## src/gpcr_params.svh

```systemverilog
`ifndef GPCR_PARAMS_SVH
`define GPCR_PARAMS_SVH

// Register offsets on the serial control port
`define GPCR_OFS_IDENT   7'h48
`define GPCR_OFS_TRIM    7'h49
`define GPCR_OFS_PINCTL  7'h4a
`define GPCR_OFS_PINLVL  7'h4b
`define GPCR_OFS_PWSCR   7'h4c
`define GPCR_OFS_PWSSR   7'h4d
`define GPCR_OFS_USBFCR  7'h4e
`define GPCR_OFS_USBFST  7'h4f

// Field positions
`define GPCR_PIN_DIR_LSB 0
`define GPCR_PIN_DO_LSB  4
`define GPCR_PWS_CLR1    2
`define GPCR_PWS_CLR2    3
`define GPCR_SR_FLAT1    2
`define GPCR_SR_FLAT2    3
`define GPCR_USB_CLR     0
`define GPCR_USB_SLEEP   1

// Reset values
`define GPCR_PINCTL_RST  8'h00
`define GPCR_TRIM_RST    8'h00
`define GPCR_FORCE_RST   2'h0

// Selected-source codes, shared by override and status for 01, 10 and 11; override 00 is automatic, not off
`define GPCR_SRC_OFF     2'h0
`define GPCR_SRC_PSU     2'h1
`define GPCR_SRC_BAT2    2'h2
`define GPCR_SRC_BAT1    2'h3

// Serial frame: 8 command bits then 8 data bits
`define GPCR_CMD_LAST    4'h7
`define GPCR_FRAME_LAST  4'hf

// Rail levels in mV, packed {code 11, code 10, code 01, code 00}
`define GPCR_R1_LO_MV    {12'h5dc, 12'h44c, 12'h514, 12'h4b0}
`define GPCR_R1_HI_MV    {12'h672, 12'h6a4, 12'h708, 12'h6d6}
`define GPCR_R2_LO_MV    {12'h6a4, 12'h6d6, 12'h73a, 12'h708}
`define GPCR_R2_HI_MV    {12'h8fc, 12'h960, 12'ha28, 12'h9c4}
`define GPCR_R3_MV       {12'hd48, 12'hc80, 12'hc1c, 12'hce4}
`define GPCR_R4_MV       {12'h44c, 12'h366, 12'h4b0, 12'h384}

`endif

```

## src/gpcr_pkg.sv

```systemverilog
`default_nettype none
package gpcr_pkg;

    typedef enum logic [2:0] {
        GPCR_S_IDLE = 3'b001,
        GPCR_S_CMD  = 3'b010,
        GPCR_S_DATA = 3'b100
    } gpcr_spi_state_t;

    typedef logic [6:0]  gpcr_addr_t;
    typedef logic [11:0] gpcr_mv_t;
    typedef logic [47:0] gpcr_mv_table_t;

endpackage
`default_nettype wire

```

## src/gpcr_sync.sv

```systemverilog
`timescale 1ns/1ns
`default_nettype none
module gpcr_sync #(
    parameter int W = 1
) (
    // Clock and reset
    input  wire logic         core_clk_i,
    input  wire logic         reset_i,
    // Asynchronous levels in, synchronised out
    input  wire logic [W-1:0] async_i,
    output logic      [W-1:0] sync_o
);

    logic [W-1:0] meta;

    // First stage feeds only the second stage
    always_ff @(posedge core_clk_i) begin
        if (reset_i) begin
            meta   <= '0;
            sync_o <= '0;
        end else begin
            meta   <= async_i;
            sync_o <= meta;
        end
    end

endmodule
`default_nettype wire

```

## src/gpcr_rail_decode.sv

```systemverilog
`timescale 1ns/1ns
`default_nettype none
`include "gpcr_params.svh"
module gpcr_rail_decode
    import gpcr_pkg::*;
(
    // Clock and reset
    input  wire logic       core_clk_i,
    input  wire logic       reset_i,
    // Trim codes and range selects
    input  wire logic [7:0] trim_i,
    input  wire logic       rail1_high_range_sel_i,
    input  wire logic       rail2_high_range_sel_i,
    // Decoded rail levels in mV
    output gpcr_mv_t        rail1_mv_o,
    output gpcr_mv_t        rail2_mv_o,
    output gpcr_mv_t        rail3_mv_o,
    output gpcr_mv_t        rail4_mv_o
);

    function automatic gpcr_mv_t pick(input gpcr_mv_table_t tbl, input logic [1:0] code);
        // Six bits so the offset of code 11 does not wrap
        return tbl[{1'b0, code, 3'h0} + {2'b00, code, 2'h0} +: 12];
    endfunction

    gpcr_mv_t next_rail1_mv;
    gpcr_mv_t next_rail2_mv;
    gpcr_mv_t next_rail3_mv;
    gpcr_mv_t next_rail4_mv;

    always_comb begin
        next_rail1_mv = pick(rail1_high_range_sel_i ? `GPCR_R1_HI_MV : `GPCR_R1_LO_MV,
                             trim_i[1:0]); // see RULE5
        next_rail2_mv = pick(rail2_high_range_sel_i ? `GPCR_R2_HI_MV : `GPCR_R2_LO_MV,
                             trim_i[3:2]); // see RULE6
        next_rail3_mv = pick(`GPCR_R3_MV, trim_i[5:4]); // see RULE7
        next_rail4_mv = pick(`GPCR_R4_MV, trim_i[7:6]); // see RULE8
    end

    always_ff @(posedge core_clk_i) begin
        if (reset_i) begin
            rail1_mv_o <= 12'h4b0;
            rail2_mv_o <= 12'h708;
            rail3_mv_o <= 12'hce4;
            rail4_mv_o <= 12'h384;
        end else begin
            rail1_mv_o <= next_rail1_mv;
            rail2_mv_o <= next_rail2_mv;
            rail3_mv_o <= next_rail3_mv;
            rail4_mv_o <= next_rail4_mv;
        end
    end
endmodule
`default_nettype wire

```

## src/gpcr_regs.sv

```systemverilog
// What this block does
// RULE1: Identity register reads fixed maker code high, revision low; writes ignored.
// RULE2: Pin level register reads the four strap pin levels in bits 3..0.
// RULE3: Pin control bits 3..0 set direction: 0 input, 1 output.
// RULE4: Pin control bits 7..4 give the driven level, only for output pins.
// RULE5: Rail 1 code decodes to 1.2/1.3/1.1/1.5V, or 1.75/1.80/1.70/1.65V high range.
// RULE6: Rail 2 code decodes to 1.80/1.85/1.75/1.70V, or 2.50/2.60/2.40/2.30V high range.
// RULE7: Rail 3 code decodes to 3.3/3.1/3.2/3.4V, 00 default.
// RULE8: Rail 4 code decodes to 0.9/1.20/0.87/1.10V, 00 default.
// RULE9: Override field: 00 automatic default, 01 PSU, 10 battery 2, 11 battery 1.
// RULE10: Writing 1 to a flat-clear bit clears that flat flag; 0 does nothing.
// RULE11: Selected-source status: 00 off, 01 PSU, 10 battery 2, 11 battery 1.
// RULE12: Flat flags reset 0, latch when selected battery goes flat, exclude it.
// RULE13: USB precharge flag reads 1 once USB precharged the battery stand-alone.
// RULE14: Writing 1 to flag control bit 0 clears the USB precharge flag.
// RULE15: Writing 1 to flag control bit 1 requests the USB sleep state machine.
// RULE16: Selected-source status is readable over the serial control port.
// RULE17: Unused bits read 0 and ignore writes.
`timescale 1ns/1ns
`default_nettype none
`include "gpcr_params.svh"
module gpcr_regs
    import gpcr_pkg::*;
#(
    parameter logic [3:0] MAKER_CODE = 4'h5, // Arbitrary value
    parameter logic [3:0] REV_CODE   = 4'h1  // Arbitrary value
) (
    // Clock and reset
    input  wire logic       core_clk_i,
    input  wire logic       reset_i,
    // Serial control port
    input  wire logic       spi_sclk_i,
    input  wire logic       spi_cs_n_i,
    input  wire logic       spi_mosi_i,
    output logic            spi_miso_o,
    output logic            spi_miso_oe_n_o,
    // Strap pins
    input  wire logic [3:0] strap_pin_i,
    output logic      [3:0] strap_pin_o,
    output logic      [3:0] strap_pin_oe_n_o,
    // Power switch
    input  wire logic [1:0] selected_source_i,
    input  wire logic       bat1_flat_i,
    input  wire logic       bat2_flat_i,
    output logic      [1:0] source_override_o,
    output logic            bat1_excluded_o,
    output logic            bat2_excluded_o,
    // USB precharge and sleep
    input  wire logic       usb_precharge_done_i,
    output logic            usb_sleep_request_o,
    // Rails
    input  wire logic       rail1_high_range_sel_i,
    input  wire logic       rail2_high_range_sel_i,
    output gpcr_mv_t        rail1_mv_o,
    output gpcr_mv_t        rail2_mv_o,
    output gpcr_mv_t        rail3_mv_o,
    output gpcr_mv_t        rail4_mv_o
);

    function automatic logic wr_hit(input logic en, input gpcr_addr_t a, input gpcr_addr_t ofs);
        return en && (a == ofs);
    endfunction

    ////////////////////////////////////////////////////////////////////////////////
    // Pin synchronisers

    logic [12:0] pin_s;
    logic        sclk_s;
    logic        cs_n_s;
    logic        mosi_s;
    logic [3:0]  strap_s;
    logic        flat1_s;
    logic        flat2_s;
    logic [1:0]  sel_s;
    logic        hi1_s;
    logic        hi2_s;

    gpcr_sync #(
        .W          (13)
    ) u_sync (
        .core_clk_i (core_clk_i),
        .reset_i    (reset_i),
        .async_i    ({rail2_high_range_sel_i, rail1_high_range_sel_i, selected_source_i,
                      bat2_flat_i, bat1_flat_i, strap_pin_i, spi_mosi_i, spi_cs_n_i,
                      spi_sclk_i}),
        .sync_o     (pin_s)
    );

    assign sclk_s  = pin_s[0];
    assign cs_n_s  = pin_s[1];
    assign mosi_s  = pin_s[2];
    assign strap_s = pin_s[6:3];
    assign flat1_s = pin_s[7];
    assign flat2_s = pin_s[8];
    assign sel_s   = pin_s[10:9];
    assign hi1_s   = pin_s[11];
    assign hi2_s   = pin_s[12];

    ////////////////////////////////////////////////////////////////////////////////
    // Register storage declarations

    logic [7:0] pinctl;
    logic [7:0] trim;
    logic [1:0] force_src;
    logic       flat1;
    logic       flat2;
    logic       usb_flag;

    ////////////////////////////////////////////////////////////////////////////////
    // Serial frame engine

    gpcr_spi_state_t state;
    gpcr_spi_state_t next_state;
    logic [3:0]      bit_cnt;
    logic [3:0]      next_bit_cnt;
    logic [6:0]      rx;
    logic [6:0]      next_rx;
    logic [7:0]      tx;
    logic [7:0]      next_tx;
    logic            rd;
    logic            next_rd;
    logic            sclk_q;
    logic            next_miso;
    logic            next_miso_oe_n;
    logic            wr_en;
    logic            next_wr_en;
    gpcr_addr_t      wr_addr;
    gpcr_addr_t      next_wr_addr;
    logic [7:0]      wr_data;
    logic [7:0]      next_wr_data;
    gpcr_addr_t      cmd_addr;
    logic [7:0]      rd_word;
    logic            sclk_rise;
    logic            sclk_fall;

    assign sclk_rise = sclk_s && !sclk_q;
    assign sclk_fall = !sclk_s && sclk_q;
    assign cmd_addr  = {rx[5:0], mosi_s};

    // Read mux, sampled as the last command bit arrives
    always_comb begin
        rd_word = 8'h00;
        unique case (cmd_addr)
            `GPCR_OFS_IDENT:  rd_word = {MAKER_CODE, REV_CODE}; // see RULE1
            `GPCR_OFS_TRIM:   rd_word = trim;
            `GPCR_OFS_PINCTL: rd_word = pinctl;
            `GPCR_OFS_PINLVL: rd_word = {4'h0, strap_s}; // see RULE2
            `GPCR_OFS_PWSCR:  rd_word = {6'h00, force_src};
            `GPCR_OFS_PWSSR:  rd_word = {4'h0, flat2, flat1, sel_s}; // see RULE11 see RULE16
            `GPCR_OFS_USBFST: rd_word = {7'h00, usb_flag}; // see RULE13
            default:          rd_word = 8'h00; // see RULE17
        endcase
    end

    always_comb begin
        next_state     = state;
        next_bit_cnt   = bit_cnt;
        next_rx        = rx;
        next_tx        = tx;
        next_rd        = rd;
        next_miso      = spi_miso_o;
        next_wr_en     = 1'b0;
        next_wr_addr   = wr_addr;
        next_wr_data   = wr_data;
        if (cs_n_s) begin
            next_state   = GPCR_S_IDLE;
            next_bit_cnt = 4'h0;
            next_rd      = 1'b0;
        end else if (sclk_rise) begin
            next_rx      = {rx[5:0], mosi_s};
            next_bit_cnt = bit_cnt + 4'h1;
            unique case (state)
                GPCR_S_IDLE, GPCR_S_CMD: begin
                    next_state = GPCR_S_CMD;
                    if (bit_cnt == `GPCR_CMD_LAST) begin
                        next_state   = GPCR_S_DATA;
                        next_rd      = rx[6];
                        next_wr_addr = cmd_addr;
                        next_tx      = rd_word;
                    end
                end
                GPCR_S_DATA: begin
                    if (bit_cnt == `GPCR_FRAME_LAST) begin
                        next_state = GPCR_S_CMD;
                        next_rd    = 1'b0;
                        next_wr_en = !rd;
                        next_wr_data = {rx, mosi_s};
                    end
                end
            endcase
        end else if (sclk_fall && state == GPCR_S_DATA && rd) begin
            next_miso = tx[7];
            next_tx   = {tx[6:0], 1'b0};
        end
        next_miso_oe_n = !(next_state == GPCR_S_DATA && next_rd);
    end

    always_ff @(posedge core_clk_i) begin
        if (reset_i) begin
            state           <= GPCR_S_IDLE;
            bit_cnt         <= 4'h0;
            rx              <= 7'h00;
            tx              <= 8'h00;
            rd              <= 1'b0;
            sclk_q          <= 1'b0;
            spi_miso_o      <= 1'b0;
            spi_miso_oe_n_o <= 1'b1;
            wr_en           <= 1'b0;
            wr_addr         <= 7'h00;
            wr_data         <= 8'h00;
        end else begin
            state           <= next_state;
            bit_cnt         <= next_bit_cnt;
            rx              <= next_rx;
            tx              <= next_tx;
            rd              <= next_rd;
            sclk_q          <= sclk_s;
            spi_miso_o      <= next_miso;
            spi_miso_oe_n_o <= next_miso_oe_n;
            wr_en           <= next_wr_en;
            wr_addr         <= next_wr_addr;
            wr_data         <= next_wr_data;
        end
    end

    ////////////////////////////////////////////////////////////////////////////////
    // Register file

    logic [7:0] next_pinctl;
    logic [7:0] next_trim;
    logic [1:0] next_force;
    logic       next_flat1;
    logic       next_flat2;
    logic       next_usb_flag;
    logic       next_sleep;
    logic [3:0] next_pin_oe_n;
    logic       set1;
    logic       set2;
    logic       clr1;
    logic       clr2;
    logic       usb_clr;

    always_comb begin
        next_pinctl = pinctl;
        next_trim   = trim;
        next_force  = force_src;
        if (wr_hit(wr_en, wr_addr, `GPCR_OFS_PINCTL)) begin
            next_pinctl = wr_data; // see RULE3 see RULE4
        end
        if (wr_hit(wr_en, wr_addr, `GPCR_OFS_TRIM)) begin
            next_trim = wr_data;
        end
        if (wr_hit(wr_en, wr_addr, `GPCR_OFS_PWSCR)) begin
            next_force = wr_data[1:0]; // see RULE9
        end
        // A flag only latches for the battery that is actually in use
        set1 = flat1_s && (sel_s == `GPCR_SRC_BAT1);
        set2 = flat2_s && (sel_s == `GPCR_SRC_BAT2);
        clr1 = wr_hit(wr_en, wr_addr, `GPCR_OFS_PWSCR) && wr_data[`GPCR_PWS_CLR1];
        clr2 = wr_hit(wr_en, wr_addr, `GPCR_OFS_PWSCR) && wr_data[`GPCR_PWS_CLR2];
        usb_clr = wr_hit(wr_en, wr_addr, `GPCR_OFS_USBFCR) && wr_data[`GPCR_USB_CLR];
        // Set beats clear so an event in the clearing cycle is kept
        next_flat1    = set1 || (flat1 && !clr1); // see RULE10 see RULE12
        next_flat2    = set2 || (flat2 && !clr2); // see RULE10 see RULE12
        next_usb_flag = usb_precharge_done_i || (usb_flag && !usb_clr); // see RULE13 see RULE14
        next_sleep    = wr_hit(wr_en, wr_addr, `GPCR_OFS_USBFCR)
                        && wr_data[`GPCR_USB_SLEEP]; // see RULE15
        next_pin_oe_n = ~next_pinctl[`GPCR_PIN_DIR_LSB +: 4]; // see RULE3
    end

    always_ff @(posedge core_clk_i) begin
        if (reset_i) begin
            pinctl              <= `GPCR_PINCTL_RST;
            trim                <= `GPCR_TRIM_RST;
            force_src           <= `GPCR_FORCE_RST;
            flat1               <= 1'b0;
            flat2               <= 1'b0;
            usb_flag            <= 1'b0;
            usb_sleep_request_o <= 1'b0;
            strap_pin_oe_n_o    <= 4'hf;
        end else begin
            pinctl              <= next_pinctl;
            trim                <= next_trim;
            force_src           <= next_force;
            flat1               <= next_flat1;
            flat2               <= next_flat2;
            usb_flag            <= next_usb_flag;
            usb_sleep_request_o <= next_sleep;
            strap_pin_oe_n_o    <= next_pin_oe_n;
        end
    end

    assign strap_pin_o       = pinctl[`GPCR_PIN_DO_LSB +: 4]; // see RULE4
    assign source_override_o = force_src;
    assign bat1_excluded_o   = flat1; // see RULE12
    assign bat2_excluded_o   = flat2;

    gpcr_rail_decode u_rails (
        .core_clk_i             (core_clk_i),
        .reset_i                (reset_i),
        .trim_i                 (trim),
        .rail1_high_range_sel_i (hi1_s),
        .rail2_high_range_sel_i (hi2_s),
        .rail1_mv_o             (rail1_mv_o),
        .rail2_mv_o             (rail2_mv_o),
        .rail3_mv_o             (rail3_mv_o),
        .rail4_mv_o             (rail4_mv_o)
    );

    ////////////////////////////////////////////////////////////////////////////////
    // Checks

    logic load_cmd;
    assign load_cmd = !cs_n_s && sclk_rise && state != GPCR_S_DATA && bit_cnt == `GPCR_CMD_LAST;
endmodule
`default_nettype wire

```

## config.mk

```make
export PLATFORM = sky130hd
export DESIGN_NAME = gpcr_regs
export DESIGN_NICKNAME = d
export VERILOG_FILES = /design/src/gpcr_pkg.sv /design/src/gpcr_sync.sv /design/src/gpcr_rail_decode.sv /design/src/gpcr_regs.sv
export VERILOG_INCLUDE_DIRS = /design/src
export SDC_FILE = /design/constraint.sdc
export NUM_CORES = 1
export LEC_CHECK = 0
export BUFFER_PORTS_ARGS = -buffer_cell sky130_fd_sc_hd__buf_2
export CAP_MARGIN = 30
export CELL_PAD_IN_SITES_DETAIL_PLACEMENT = 1
export CELL_PAD_IN_SITES_GLOBAL_PLACEMENT = 1
export CORE_MARGIN = 5
export CORE_UTILIZATION = 44
export DETAILED_ROUTE_END_ITERATION = 10
export GPL_TIMING_DRIVEN = 0
export PLACE_DENSITY = 0.89
export SETUP_SLACK_MARGIN = 0.15
export SYNTH_ARGS = -nofsm -noshare
export SYNTH_HDL_FRONTEND = slang
export SYNTH_SLANG_ARGS = --single-unit
export TNS_END_PERCENT = 5
```

## constraint.sdc

```tcl
create_clock -name core_clk_i -period 2.4 [get_ports core_clk_i]
set_input_delay 0.36 -clock core_clk_i [delete_from_list [all_inputs] [get_ports core_clk_i]]
set_output_delay 0.36 -clock core_clk_i [all_outputs]
set_load 0.05 [all_outputs]
```

; After elaboration in Yosys (flattened, before gate mapping)
; Index checks and enable logic that the tools add are counted.
[totals]
regBits = 142
latch_bits = 0
mem_bits_rw = 0
mem_bits_ro = 0
mem_count = 0
[op_classes]
addsub = 5
mul = 0
n_div = 0
n_lt_le_gt_ge = 0
n_eq_ne = 21
shifts = 4
mux = 18
bitwise_logic = 5
reduce_logical = 37
[op_table]
columns = op, n
row1 = $shiftx 48x7->12, 2
row2 = $shiftx 48x7->12 const A, 2
row3 = $eq 7x7->1 const B, 11
row4 = $pmux 8 s7, 1
row5 = $mux 48, 1
row6 = $mux 46, 1
row7 = $mux 8, 4
row8 = $add 5x4->6, 4
row9 = $logic_and 1x1->1, 18
row10 = $mux 3, 4
row11 = $reduce_and 4->1, 3
row12 = $logic_not 1->1, 7
row13 = $eq 3x3->1 const B, 2
row14 = $pmux 3 s2, 1
row15 = $reduce_or 5->1, 1
row16 = $add 4x1->4 const B, 1
row17 = $eq 2x2->1 const B, 2
row18 = $eq 4x3->1 const B, 1
row19 = $eq 4x4->1 const B, 1
row20 = $mux 1, 4
row21 = $mux 4, 1
row22 = $ne 2x1->1 const B, 2
row23 = $not 1->1, 4
row24 = $not 4->4, 1
row25 = 8 further kinds, 11

; Logic depth before layout (Yosys ltp)
[logic_depth]
ltp_word = 8
mapped_depth = 9
ltp_nobuf = 6

; Cells and area by module
; From an unflattened synthesis, not the netlist that was laid out.
[unflattened]
hier_cells = 635
hier_area_um2 = 6188.4
[modules_own_cells]
columns = module, instances, cells_each, area_per_inst_um2, seq_area_each_um2
row1 = gpcr_regs, 1, 314, 2936.6, 1361.3
row2 = gpcr_rail_decode, 1, 267, 2551.2, 900.9
row3 = gpcr_sync, 1, 54, 700.7, 520.5

; Least setup slack after synthesis
; No wires, ideal clock.
[synth_path]
path_kind = register to register
startpoint = reg trim[0]
endpoint = reg u_rails.rail1_mv_o[9]
setup_time_ps = 132
t_arrival_ps = 1992
path_slack_ps = 276
stages_incl_launch_ff = 9
n_path_buf = 3
path_cell_list = dfxtp_1 clkbuf_1 inv_1 ha_1 clkbuf_1 clkbuf_1 o21ai_1 o211ai_1 a21oi_1
[synth_via]
elab_chain_len = 2
[synth_lines]
columns = item, line_no
row1 = from (decl), gpcr_regs.sv:103  ; logic [7:0] trim;
row2 = from (signal assigned), gpcr_regs.sv:274  ; trim <= `GPCR_TRIM_RST;
row3 = from (signal assigned), gpcr_regs.sv:283  ; trim <= next_trim;
row4 = $add 5x4->6, gpcr_rail_decode.sv:23  ; return tbl[{1'b0, code, 3'h0} + {2'b00, code, 2'h0} +: 12];
row5 = $shiftx 48x7->12, gpcr_rail_decode.sv:23
row6 = to (signal assigned), gpcr_rail_decode.sv:47  ; rail1_mv_o <= next_rail1_mv;
row7 = to (decl), gpcr_rail_decode.sv:15  ; output gpcr_mv_t rail1_mv_o,
; Every way passes these cells.
; A chain may end at the register's enable or synchronous reset.

; Worst setup path after layout
[layout_path]
startpoint = reg trim[0]
endpoint = reg u_rails.rail1_mv_o[6]
; Same word-level chain as after synthesis.

==> reports/metrics.yaml <==
die_w_um: 126
die_y_um: 126
gr-usage-met1_pct: 26.9
synth_warnings: 0
power_density_mw_per_mm2: 719
grt_antenna_before_repair: 0
cts.sinks: 140
synthCells: 654
setup_viol_count_final: 0
num_rows: 42
worstHoldPathType: "in -> reg"
placed_area_mm2: 0.00656
r2r_start: "trim[0]"
antenna_left: 0
synth_area_per_cell_um2: 9.11
netlist_area_mm2: 0.00596
antennaDiodeCount: 0
post_cts_buffers: 0
drc: 0
crit_family: "buffers and inverters"
yosysUniqueCellTypes: 55
drt-initial-drc-count: 400
slew_headroom_pct: 46.7
tightest_slew_ns: 0.800
vias: 5117
area_delta_synth_final_pct: 20.3
critPathKind: "reg -> reg"
critPathMaxStageDelay_ns: 0.41
grt_use_total_pct: 21.9
crit_fanout: 10
timing.fmax_ghz: 0.473
peakVddDrop_uv: 464
hold_viol: 0
numCtsBuffers: 17
finalNonFillerCells: 938
start_util_pct: 45.0
final_cell_mix: "dfxtp_1, buf_2, nand2_1, nor2_1, a21oi_1"
synth_top_area_cell: "dfxtp_1"
rsz0062_at_grt: "yes"
path_buf_inv: 4
r2r_cells: 9
worstSetupEndpointType: "flop"
place_congestion: 0.905
whs_ns: 0.137
async_flop_share_pct: 0
status: "finished, final reports clean"
finalMaxSlewViolations: 0
slowest_stage: "dfxtp_2"
timing.reg2reg.setup_slack_ns: 0.29
p_leak_nw: 2.96
min_period_over_period_pct: 88.1
fin_area_mm2: 0.00716
synth_seq_area_share_pct: 47.1
io_pins: 79
worstHoldEndpoint: "u_sync.meta[9]"
cts_buffer_depth: 2
crit_chain: "buf_2 -> inv_1 -> ha_1 -> clkbuf_4 -> clkbuf_4 -> nor2_1 -> a21oi_1 -> nor3_1 -> nor3_1"
hp-start: "selected_source_i[0]"
grt_overflow: 0
dr.pass1.iters: 4
holdPathStages: 2
finalCriticalPeriod_ns: 2.11
ys_ff_latch: 140
grt_pass1_wl_um: 28000
layout-drive-gt1-share_pct: 18.6
dp.cells: 907
met2_usage_pct: 37.1
h-tree-depth: 4
cp-start-kind: "flop"
final_nets: 798
path_clk_slew_ns: 0.06
grt_pass1_vias: 5412
synth-main-ff-cell: "dfxtp_1"
met3_usage_pct: 5.13
final.fill_count: 1583
wirelength_um: 17100
port_buffers: 76
final_common_cell: "dfxtp_1"
design.die.area_mm2: 0.0160
skew_ns: 0.00806
cts_hold_buf: 0
cts-root-buf: "clkbuf_16"
synth_edf_count: 0
cts_tree: "yes"
max-cap-violations: 0
clock_latency_ns: 0.43
wl_per_cell_um: 18.2
hpwlAfterDp_um: 12000
top_usage_layer: "met2"
reg2reg_to: "u_rails.rail1_mv_o[6]"
grt_start_max_net_pins: 17
ys_top_cells_by_area: "dfxtp_1, ha_1, mux2i_1, nand2_1, nor2_1"
netlist.area_leader.share_pct: 47.1
core-area_mm2: 0.0132
total_power_mw: 5.15
crit_required_ns: 2.75
worstPathArrival_ns: 2.47
via_per_inst: 5.46
cell usage after synthesis (3+ instances only):
| cell | n |
|---|---|
| nor3_1 | 9 |
| o21ai_0 | 14 |
| nand2_1 | 62 |
| buf_2 | 6 |
| o221ai_1 | 4 |
| buf_4 | 7 |
| nand2b_1 | 14 |
| nand3b_1 | 4 |
| nand3_1 | 16 |
| o21ai_1 | 19 |
| nor2b_1 | 37 |
| xor2_1 | 3 |
| o211ai_1 | 8 |
| o31ai_1 | 8 |
| and4b_1 | 3 |
| inv_2 | 4 |
| a21oi_1 | 45 |
| or2_1 | 8 |
| clkbuf_1 | 32 |
| a31oi_1 | 6 |
| nor2_1 | 62 |
| a32oi_1 | 5 |
| a311oi_1 | 6 |
| dfxtp_1 | 140 |
| mux2i_1 | 34 |
| ha_1 | 32 |
| a211oi_1 | 5 |
| inv_1 | 25 |
final cells by class:
cell class / count / area [µm²] / share of cell area, %
well taps: 176 / 220 / 3.07
clock inverters: 13 / 143 / 1.99
clock buffers: 18 / 439 / 6.13
repair buffers: 76 / 380 / 5.31
inverters: 29 / 109 / 1.52
flip-flops and latches: 140 / 2800 / 39.1
multi-input cells: 438 / 2820 / 39.4
plain buffers: 48 / 248 / 3.46
where the power goes:
part           switching, mW  internal [mW]
clock network           1.04           1.55
logic                  0.128         0.0573
registers             0.0184           2.36
worst max-delay path by stage:
| stage | startpoint | to | slack (ns) | cells past startpoint |
|---|---|---|---|---|
| 6_report | trim[0] | u_rails.rail1_mv_o[6] | 0.29 | 9 |
| 4_1_cts | trim[0] | u_rails.rail1_mv_o[6] | 0.09 | 9 |
| 3_5_place_dp | trim[0] | u_rails.rail1_mv_o[9] | -0.32 | 9 |
| 2_1_floorplan | trim[0] | u_rails.rail1_mv_o[9] | 0.28 | 8 |
| 5_1_grt | trim[0] | u_rails.rail1_mv_o[6] | 0.15 | 9 |
| 3_3_place_gp | trim[0] | u_rails.rail1_mv_o[6] | -0.30 | 9 |
cells by family after synthesis:
family,synth area share [%]
DFF,47.1
adders and majority gates,6.72
buffers and inverters,5.67
other,0.0630
xor gates and xnor gates,0.588
muxes,6.47
and+or+nand+nor,19.7
AOI/OAI and AO/OA,13.8
per-stage QoR:
| stage | worst slack [ns] | TNS (ns) | utilization, % |
|---|---|---|---|
| after floorplan | 0.276 | 0 | - |
| after global placement | -0.297 | -1.38 | 49.5 |
| final | 0.287 | 0 | 54.1 |
| after global routing | 0.149 | 0 | 54.1 |
| after CTS | 0.0923 | 0 | 54.0 |
| after detailed placement | -0.319 | -1.86 | 49.5 |
sequential cells by signal, indices dropped and copies added, names as in the netlist, 2 cells and up:
signal	cells
u_rails.rail2_mv_o	12
wr_data	8
rx	7
state	3
u_sync.meta	13
bit_cnt	4
u_rails.rail4_mv_o	12
source_override_o	2
tx	8
u_rails.rail1_mv_o	12
trim	8
wr_addr	7
pinctl	8
u_sync.sync_o	13
u_rails.rail3_mv_o	10
strap_pin_oe_n_o	4
what timing repair did:
| item | in CTS | in global routing |
|---|---|---|
| hold endpoints to repair | 0 | 0 |
| endpoints found under the setup margin | 17 | 19 |
| resized for setup | 7 | 15 |
layer usage:
metal | part of all wire [%] | vias to the layer above
li1 | - | 2413
met1 | 44 | 2533
met2 | 48 | 135
met3 | 4.9 | 36
met4 | 2.9 | 0
met5 | 0 | -
(Power assumes the default switching activity.)
